File: config.mk
export PLATFORM = sky130hd
export DESIGN_NAME = ppdfs_top
export DESIGN_NICKNAME = d
export VERILOG_FILES = /design/src/hdl/ppdfs_sync.v /design/src/hdl/ppdfs_top.v
export VERILOG_INCLUDE_DIRS = /design/src /design/src/hdl
export SDC_FILE = /design/constraint.sdc
export NUM_CORES = 1
export LEC_CHECK = 0
export ABC_AREA = 1
export CORE_MARGIN = 2
export CORE_UTILIZATION = 40
export DETAILED_ROUTE_END_ITERATION = 16
export DONT_BUFFER_PORTS = 1
export SETUP_SLACK_MARGIN = 0.05
export SYNTH_ARGS = -nofsm -noshare
export SYNTH_HDL_FRONTEND = slang
export SYNTH_SLANG_ARGS = --single-unit
File: constraint.sdc
create_clock -name pclk -period 2.21 [get_ports pclk]
set_input_delay 0 -clock pclk [delete_from_list [all_inputs] [get_ports pclk]]
set_output_delay 0 -clock pclk [all_outputs]
set_load 0.01 [all_outputs]
File: src/hdl/ppdfs_map.vh
// Register offsets, field positions and reset values of the pin control block
// Function
// - Power-down release resets registers, enables device
// - Power-down low: stay down, PLL off
// - Power-down tri-states every single-ended output (here only the general pins; the status outputs are driven low)
// - Undriven power-down input reads low
// - Self-test enable pin: 0 off, 1 on
// - Clock select: 0 pixel clock, 1 33MHz
// - Shared pin is interrupt unless self-test
// - General pins reset as outputs driving low
// - Registers select audio alternate pin functions
`ifndef PPDFS_MAP_VH
`define PPDFS_MAP_VH
`define PPDFS_OFF_CTRL     12'h000
`define PPDFS_OFF_GPIO_OUT 12'h004
`define PPDFS_OFF_GPIO_OE  12'h008
`define PPDFS_OFF_ALT_SEL  12'h00C
`define PPDFS_OFF_GPIO_IN  12'h010
`define PPDFS_OFF_STATUS   12'h014
`define PPDFS_CTRL_RST     32'h00000000
`define PPDFS_OUT_RST      4'h0
`define PPDFS_OE_RST       4'hF
`define PPDFS_ALT_RST      4'h0
`define PPDFS_ST_ENABLED   0
`define PPDFS_ST_PLL       1
`define PPDFS_ST_BIST      2
`define PPDFS_ST_BISTCLK   3
`define PPDFS_ST_IRQ       4
`define PPDFS_ST_ACTIVE    5
`endif

File: src/hdl/ppdfs_sync.v
// Two-stage synchroniser, one per bit
`timescale 1ns/1ps
module ppdfs_sync #(
  parameter W = 1
) (
  input  wire         clk,
  input  wire         rst_n,
  input  wire [W-1:0] d,
  output wire [W-1:0] q
);
  reg [W-1:0] s1_q;
  reg [W-1:0] s2_q;
  genvar i;
  generate
    for (i = 0; i < W; i = i + 1) begin : g_bit
      always @(posedge clk or negedge rst_n) begin
        if (!rst_n) begin
          s1_q[i] <= 1'b0;
          s2_q[i] <= 1'b0;
        end else begin
          s1_q[i] <= d[i];
          s2_q[i] <= s1_q[i];
        end
      end
    end
  endgenerate
  assign q = s2_q;
endmodule // ppdfs_sync

File: src/hdl/ppdfs_top.v
// Power-down, self-test strap and general pin function control
//
// Our own choices: the register offsets and the APB interface to the registers.
`timescale 1ns/1ps
`include "ppdfs_map.vh"
module ppdfs_top (
  input  wire        pclk,
  input  wire        presetn,
  input  wire        psel,
  input  wire        penable,
  input  wire        pwrite,
  input  wire [11:0] paddr,
  input  wire [31:0] pwdata,
  output reg  [31:0] prdata,
  output reg         pready,
  output reg         pslverr,
  input  wire        power_down_n_input,
  input  wire        self_test_enable_pin,
  input  wire        self_test_clock_select_pin,
  input  wire        self_test_pass_active,
  input  wire        audio_serial_data_out,
  input  wire        audio_word_clock_out,
  input  wire        audio_data_lane_c,
  input  wire        audio_data_lane_d,
  input  wire [3:0]  general_io_in,
  output reg  [3:0]  general_io_out,
  output reg  [3:0]  general_io_oe,
  output reg         device_enabled,
  output reg         pll_enable,
  output reg         self_test_mode,
  output reg         self_test_clk_33m,
  output reg         interrupt_input_pin
);
  // Pad pulldown not modelled here: an undriven input is expected to arrive as 0 via the pad
  wire [6:0] pins_s;
  ppdfs_sync #(.W(7)) u_sync (
    .clk   (pclk),
    .rst_n (presetn),
    .d     ({general_io_in, self_test_clock_select_pin,
             self_test_enable_pin, power_down_n_input}),
    .q     (pins_s)
  );
  wire       pdn_s = pins_s[0];
  wire       ten_s = pins_s[1];
  wire       tcs_s = pins_s[2];
  wire [3:0] gin_s = pins_s[6:3];

  reg        ctrl_q;
  reg  [3:0] gout_q;
  reg  [3:0] goe_q;
  reg  [3:0] alt_q;
  reg        bist_q;
  reg        bclk_q;
  reg        irq_q;
  wire       bus_wr = psel & penable & pwrite & pready;
  // Mode and irq share one next strap value so they switch together
  wire       bist_d = self_test_pass_active ? bist_q : ten_s;

  // One strobe per writable register
  wire       wr_ctrl = bus_wr & (paddr == `PPDFS_OFF_CTRL);
  wire       wr_out  = bus_wr & (paddr == `PPDFS_OFF_GPIO_OUT);
  wire       wr_oe   = bus_wr & (paddr == `PPDFS_OFF_GPIO_OE);
  wire       wr_alt  = bus_wr & (paddr == `PPDFS_OFF_ALT_SEL);

  // Power sequencing; the first enabled cycle still counts as down
  localparam PM_DOWN = 1'b0;
  localparam PM_RUN  = 1'b1;
  reg        pm_state_q;
  reg        pm_state_d;

  always @* begin
    pm_state_d = pm_state_q;
    case (pm_state_q)
      PM_DOWN: if (pdn_s) pm_state_d = PM_RUN;
      PM_RUN:  if (!pdn_s) pm_state_d = PM_DOWN;
      default: pm_state_d = PM_DOWN;
    endcase
  end

  always @(posedge pclk or negedge presetn) begin
    if (!presetn) begin
      pm_state_q <= PM_DOWN;
    end else begin
      pm_state_q <= pm_state_d;
    end
  end
  wire       rise = pdn_s & (pm_state_q == PM_DOWN);

  // Registers restart on every power-down release
  always @(posedge pclk or negedge presetn) begin
    if (!presetn) begin
      ctrl_q <= 1'b0;
      gout_q <= `PPDFS_OUT_RST;
      goe_q  <= `PPDFS_OE_RST;
      alt_q  <= `PPDFS_ALT_RST;
    end else if (!pdn_s || rise) begin
      ctrl_q <= 1'b0;
      gout_q <= `PPDFS_OUT_RST;
      goe_q  <= `PPDFS_OE_RST;
      alt_q  <= `PPDFS_ALT_RST;
    end else begin
      if (wr_ctrl) begin
        ctrl_q <= pwdata[0];
      end
      if (wr_out) begin
        gout_q <= pwdata[3:0];
      end
      if (wr_oe) begin
        goe_q  <= pwdata[3:0];
      end
      if (wr_alt) begin
        alt_q  <= pwdata[3:0];
      end
    end
  end

  // Mode and clock straps latched only while no test pass runs; irq_q updates every cycle
  always @(posedge pclk or negedge presetn) begin
    if (!presetn) begin
      bist_q <= 1'b0;
      bclk_q <= 1'b0;
      irq_q  <= 1'b0;
    end else if (!pdn_s) begin
      bist_q <= 1'b0;
      bclk_q <= 1'b0;
      irq_q  <= 1'b0;
    end else begin
      if (!self_test_pass_active) begin
        bist_q <= ten_s;
        bclk_q <= tcs_s & ten_s;
      end
      irq_q <= bist_d ? 1'b0 : tcs_s;
    end
  end

  wire [3:0] alt_dat = {audio_data_lane_d, audio_data_lane_c,
                        audio_word_clock_out, audio_serial_data_out};

  // Alternate function drives unless powered down; oe register governs plain I/O
  genvar g;
  generate
    for (g = 0; g < 4; g = g + 1) begin : g_pin
      always @(posedge pclk or negedge presetn) begin
        if (!presetn) begin
          general_io_out[g] <= 1'b0;
          general_io_oe[g]  <= 1'b0;
        end else if (!pdn_s) begin
          general_io_out[g] <= 1'b0;
          general_io_oe[g]  <= 1'b0;
        end else if (alt_q[g]) begin
          general_io_out[g] <= alt_dat[g];
          general_io_oe[g]  <= 1'b1;
        end else begin
          general_io_out[g] <= gout_q[g];
          general_io_oe[g]  <= goe_q[g];
        end
      end
    end
  endgenerate

  // Status pins flopped so decode glitches never reach a pad
  always @(posedge pclk or negedge presetn) begin
    if (!presetn) begin
      device_enabled      <= 1'b0;
      pll_enable          <= 1'b0;
      self_test_mode      <= 1'b0;
      self_test_clk_33m   <= 1'b0;
      interrupt_input_pin <= 1'b0;
    end else begin
      device_enabled      <= pdn_s;
      pll_enable          <= pdn_s & ~ctrl_q;
      self_test_mode      <= bist_q;
      self_test_clk_33m   <= bclk_q;
      interrupt_input_pin <= irq_q;
    end
  end

  // Status word built bit by bit at the mapped positions
  reg [31:0] status_w;
  always @* begin
    status_w                    = 32'h00000000;
    status_w[`PPDFS_ST_ENABLED] = pdn_s;
    status_w[`PPDFS_ST_PLL]     = pdn_s & ~ctrl_q;
    status_w[`PPDFS_ST_BIST]    = bist_q;
    status_w[`PPDFS_ST_BISTCLK] = bclk_q;
    status_w[`PPDFS_ST_IRQ]     = irq_q;
    status_w[`PPDFS_ST_ACTIVE]  = self_test_pass_active;
  end

  // Read decode stays combinational; the bus flops sample it once
  reg [31:0] prdata_d;
  reg        pslverr_d;
  always @* begin
    prdata_d  = 32'h00000000;
    pslverr_d = 1'b0;
    case (paddr)
      `PPDFS_OFF_CTRL:     prdata_d = {31'h00000000, ctrl_q};
      `PPDFS_OFF_GPIO_OUT: prdata_d = {28'h0000000, gout_q};
      `PPDFS_OFF_GPIO_OE:  prdata_d = {28'h0000000, goe_q};
      `PPDFS_OFF_ALT_SEL:  prdata_d = {28'h0000000, alt_q};
      `PPDFS_OFF_GPIO_IN:  prdata_d = {28'h0000000, gin_s};
      `PPDFS_OFF_STATUS:   prdata_d = status_w;
      default:             pslverr_d = 1'b1;
    endcase
  end

  // APB: one wait state, so each access spans three edges
  wire       acc_first = psel & penable & ~pready;
  always @(posedge pclk or negedge presetn) begin
    if (!presetn) begin
      pready  <= 1'b0;
      prdata  <= 32'h00000000;
      pslverr <= 1'b0;
    end else begin
      pready  <= acc_first;
      pslverr <= acc_first & pslverr_d;
      if (acc_first) begin
        prdata <= prdata_d;
      end
    end
  end
endmodule // ppdfs_top

# [Word level (Yosys, flattened, before mapping)]
# Index checks and enable logic that the tools add are counted.
[word_totals] output_inout_bits=47 rom_bits=0 mem_bits_rw=0 inputBits=61 memories=0 wordCells=100 latch_bits=0 regBits=78
[classes] addsub=0 reduce_logical=8 bitwise_logic=15 shifts=0 div=0 magnitude_cmp=0 n_eq_ne=6 n_mul=0 muxes=33
[ops] operator="$pmux W6 S6" n=1
[ops] operator="$mux W1" n=26
[ops] operator="$eq A12 B4 Y1 const B" n=2
[ops] operator="$eq A12 B5 Y1 const B" n=2
[ops] operator="$mux W4" n=6
[ops] operator="$and A1 B1 Y1" n=12
[ops] operator="$eq A12 B3 Y1 const B" n=1
[ops] operator="$logic_not A12 Y1" n=1
[ops] operator="$reduce_bool A2 Y1" n=4
[ops] operator="$reduce_or A6 Y1" n=1
[ops] operator="$not A1 Y1" n=3
[ops] operator="$ne A2 B2 Y1 const B" n=1
[ops] operator="$logic_not A1 Y1" n=1
[ops] operator="$logic_or A1 B1 Y1" n=1

# [Depth between registers and ports, before layout]
[depth] depth_word=6 mapped_depth=10 ltp_nobuf=10

# [Cells and area by module]
# A second synthesis with hierarchy kept.
[unflattened] cells_unflattened=259 area_unflattened_um2=2392.3
[modules_own_cells] module="ppdfs_top" instances=1 area_per_inst_um2=2042.0 seq_area_each_um2=930.9 cells_each=245
[modules_own_cells] module="ppdfs_sync" instances=1 area_per_inst_um2=350.3 seq_area_each_um2=350.3 cells_each=14

# [Worst setup path before layout]
# No wires, ideal clock.
[synth_path] path_type="register to register" startpoint="register u_sync.s2_q[0], in the netlist u_sync.q[0]" endpoint="register ctrl_q" arrival_ps=1050 n_path_buf=1 period_less_slack_ps=1170 path_slack_ps=1040 required_time_ps=2090 stages_incl_launch_ff=8 setup_ps=120 path_cell_list="dfrtp_1 buf_2 nand2_1 inv_2 nand2_1 inv_1 o21ai_0 inv_1"
[synth_via] elab_chain_len=3 elab_cells_between_ends=5 cone_classes="mux (1); bitwise (1); reduce/logical (3)"
[synth_lines] item="from (decl)" line="ppdfs_sync.v:12" source="reg [W-1:0] s2_q;"
[synth_lines] item="from (signal, indexed assignment)" line="ppdfs_sync.v:22" source="s2_q[i] <= s1_q[i];"
[synth_lines] item="$and A1 B1 Y1 / $logic_not A1 Y1 (equally long branches)"
[synth_lines] item="$logic_or A1 B1 Y1 (*)" line="ppdfs_top.v:96" source="end else if (!pdn_s || rise) begin"
[synth_lines] item="$mux W1 / $reduce_bool A2 Y1 (equally long branches)"
[synth_lines] item="to (signal assigned)" line="ppdfs_top.v:103" source="ctrl_q <= pwdata[0];"
[synth_lines] item="to (decl)" line="ppdfs_top.v:48" source="reg ctrl_q;"
# Every way passes the cells marked *; elsewhere a longest branch is shown, timed or not.
# A chain may end at the register's enable or synchronous reset.

# [Worst setup path after layout]
[layout_path] startpoint="input port penable" endpoint="register prdata[5]"
[layout_via] elab_chain_len=2
[layout_lines] item="from (decl)" line="ppdfs_top.v:10" source="input wire penable,"
[layout_lines] item="$and A1 B1 Y1 (2 in a row)" line="ppdfs_top.v:208" source="wire acc_first = psel & penable & ~pready;"
[layout_lines] item="via acc_first" line="ppdfs_top.v:208"
[layout_lines] item="to (signal assigned)" line="ppdfs_top.v:218" source="prdata <= prdata_d;"
[layout_lines] item="to (decl)" line="ppdfs_top.v:14" source="output reg [31:0] prdata,"
# The timed path passes the listed nets, and every way through them passes these cells.

==> run metrics <==
run status=finished, final reports clean; drt total wl=4.464 mm; cts bufs inserted=5; RSZ-0062 raised after global routing=no; Hold Crit Depth=5; first-pass GRT wire length=7.334 mm; DR WL/cell=roughly 13 µm; met3 Use GR=under 10%; Max Fclk=about 580 MHz; VDD IR max=approximately 0.29 mV; DRC errors left=0; core box area=5540 µm²; drt pass-1 iters=4; Yosys warnings=0; worst hold path class=input port to register; Crit Path Category=input port to register; clk buf depth=2; Die Wd=between 80 and 90 µm; fin. max-slew vios=0; Clock Root Buffer=clkbuf_8; Post-synth top flop=dfrtp_1; post-cts repair resize count=0; min Tclk post-route=roughly 1.7 ns; cell family with most CP delay=buffers and inverters; Arr. time, crit path=~1.9 ns; CP max-delay cell=dlygate4sd3_1; largest net degree at the start of global routing=52; final worst-path cycle share=slightly below 80%; grt met2 use=between 20% and 30%; initial antenna violation count=0; Starting Density=a little over two fifths; Cell Rows=27; RePlAce Congestion=between 0.7 and 0.8; Clock Latency Late Sink=0.30 ns; leakage power=~1.3 nW; via/cell ratio=4.547; max cap viols=0; Worst Path Buf+Inv=3; residual overflow from global routing=0; Required @ worst endpoint=around 2.4 ns; DRT iter0 DRCs=63; vias in the first global route=around 1500; R2R cell count=5; mapped cell area=2317 µm²; GR Layer Usage met1=20.70%; Finish-stage setup viols=0; Cell Pwr Density=about 720 nW/µm²; post-synthesis sequential area ratio=a little under three fifths; Total GRT Usage=approximately 15%; Mapped Cells=257; H-tree lvl count=2; Die Span Y=approximately 80 µm; via count=~1600; Synth top area share=around half; CTS tree=yes; Layout area overhead=13.77%; Multi-input gate area=807.0 µm²; largest area contributor in the synthesized netlist=dfrtp_1; dominant cells by area after synthesis=dfrtp_1 51%, buf_4 9.1%, nand2_1 8.3%, dfstp_2 4.5%, nand3_1 4.5%; IO Pins=roughly 110; DPL Wire Length=between 3 and 4 mm; critical-path cell list=dlygate4sd3_1, nand2_1, dlygate4sd3_1, nor2_1, inv_1, o31ai_1; mean post-synth cell area=9.016 µm²; Setup Total Neg Slack=0 ns; Reg clk slew, reported paths=roughly 0.090 ns; port bufs=0; Setup Skew=around 0.0049 ns; ANT nets after route=0; FF+latch count, synth=51; crit-path max cell delay=around 0.55 ns; nets=between 300 and 400; Critical Path Source Type=input port; share of synthesized flip-flops with an asynchronous set or reset=100.0%; CP max FO=9; CP dominant cell by count=dlygate4sd3_1; Yosys cell types=24; FF+latch area=around 1300 µm²; Die ar.=approximately 6400 µm²; Setup crit end kind=register; Levels on crit path=6; layout cell share with drive strength beyond 1=about a tenth; Sinks on Clock Net=between 50 and 60; ANT cells=0; end-of-flow core utilization=47.58%; Hold Vio Cnt, Final=0; gr busiest metal=met2; Fill cells=roughly 560; EDFF count, synth=0
[cell families after synthesis]
logic type / count (synthesis) / share of synthesized area, %
AOI/OAI and AO/OA: 35 / 7.668
other: 1 / 0.1618
and+or+nand+nor: 113 / 22.95
DFF: 51 / 55.29
buffers and inverters: 57 / 13.93
[cell usage after synthesis (2+ instances only)]
cell / number
inv_1: 25
buf_4: 28
a21oi_1: 14
nand2_1: 51
nand3_1: 21
nand3b_1: 2
nor2_1: 23
o21ai_0: 18
nand2_2: 3
dfstp_2: 4
dfrtp_1: 47
inv_2: 2
nand2_4: 2
o21ai_1: 2
nor2_2: 4
nor2_4: 3
[worst register-to-register path: stages (launching register included)]
cell,delay [ns]
dfrtp_1,0.60
nand2_1,0.28
inv_2,0.20
nand2_1,0.19
nand3_1,0.11
o21ai_0,0.09
[metal layers]
layer  share of wire, %  up-vias
li1                   -      804
met1                 45      744
met2                 46       52
met3                7.0        5
met4                1.7        0
met5                  0        -
[cell usage in the layout, fill, tap and decap left out, drive strengths merged]
master	n
nor3	2
o21ai	20
dfstp	4
a21oi	14
conb	26
clkbuf	6
dfrtp	47
and3	1
inv	28
dlygate4sd3	19
buf	1
bufinv	2
o31ai	1
nand3b	2
nand4	1
nand2	56
nor2	30
nand3	21
[registers in the layout (all words and copies together) (netlist names), 4 cells and up]
register,cells
general_io_out,4
alt_q,4
u_sync.s1_q,7
gout_q,4
general_io_oe,4
prdata,6
goe_q,4
u_sync.q,7
[final cells by class]
type / instances / area share [%]
clock buffer: 6 / 2.753
clock inverter: 2 / 2.278
inverter: 28 / 4.082
multi-input combinational: 174 / 30.61
sequential: 51 / 48.60
tap: 72 / 3.417
timing repair buffer: 20 / 8.258
[report_power, final]
part	total [mW]	switching, mW	internal [mW]
registers	1.00	0.0300	0.973
clock network	0.753	0.301	0.452
logic	0.141	0.0918	0.0494
total	1.90	0.423	1.47
[timing repair]
| item | in CTS | in global routing |
|---|---|---|
| endpoints found under the setup margin | 0 | 0 |
| hold endpoints to repair | 83 | 0 |
| setup buffers | 0 | 0 |
| hold buffers | 20 | 0 |
[stage by stage]
step	hold WS (ns)	instances	area [µm²]	total power [mW]	setup WS, ns
4_1_cts	0.06532	353	2636	1.916	0.4828
3_3_place_gp	-0.2944	325	2286	1.111	0.6317
2_1_floorplan	-0.2956	282	2411	1.125	1.040
3_5_place_dp	-0.2947	325	2286	1.112	0.6157
6_report	0.05969	353	2636	1.897	0.4882
5_1_grt	0.1102	353	2636	1.988	0.3315
[final timing paths]
check	start	to	slack, ns
min in group asynchronous	presetn	pll_enable$_DFF_PN0_	0.20
max in group asynchronous	presetn	goe_q[0]$_DFFE_PN1P_	1.74
worst max register to register	u_sync.q[0]$_DFF_PN0_	alt_q[3]$_DFFE_PN0P_	0.63
worst max-delay path	penable	prdata[5]$_DFFE_PN0P_	0.49
worst min-delay path	paddr[5]	prdata[4]$_DFFE_PN0P_	0.06
worst min register to register	u_sync.s1_q[1]$_DFF_PN0_	u_sync.q[1]$_DFF_PN0_	0.35
(Power assumes the default switching activity.)
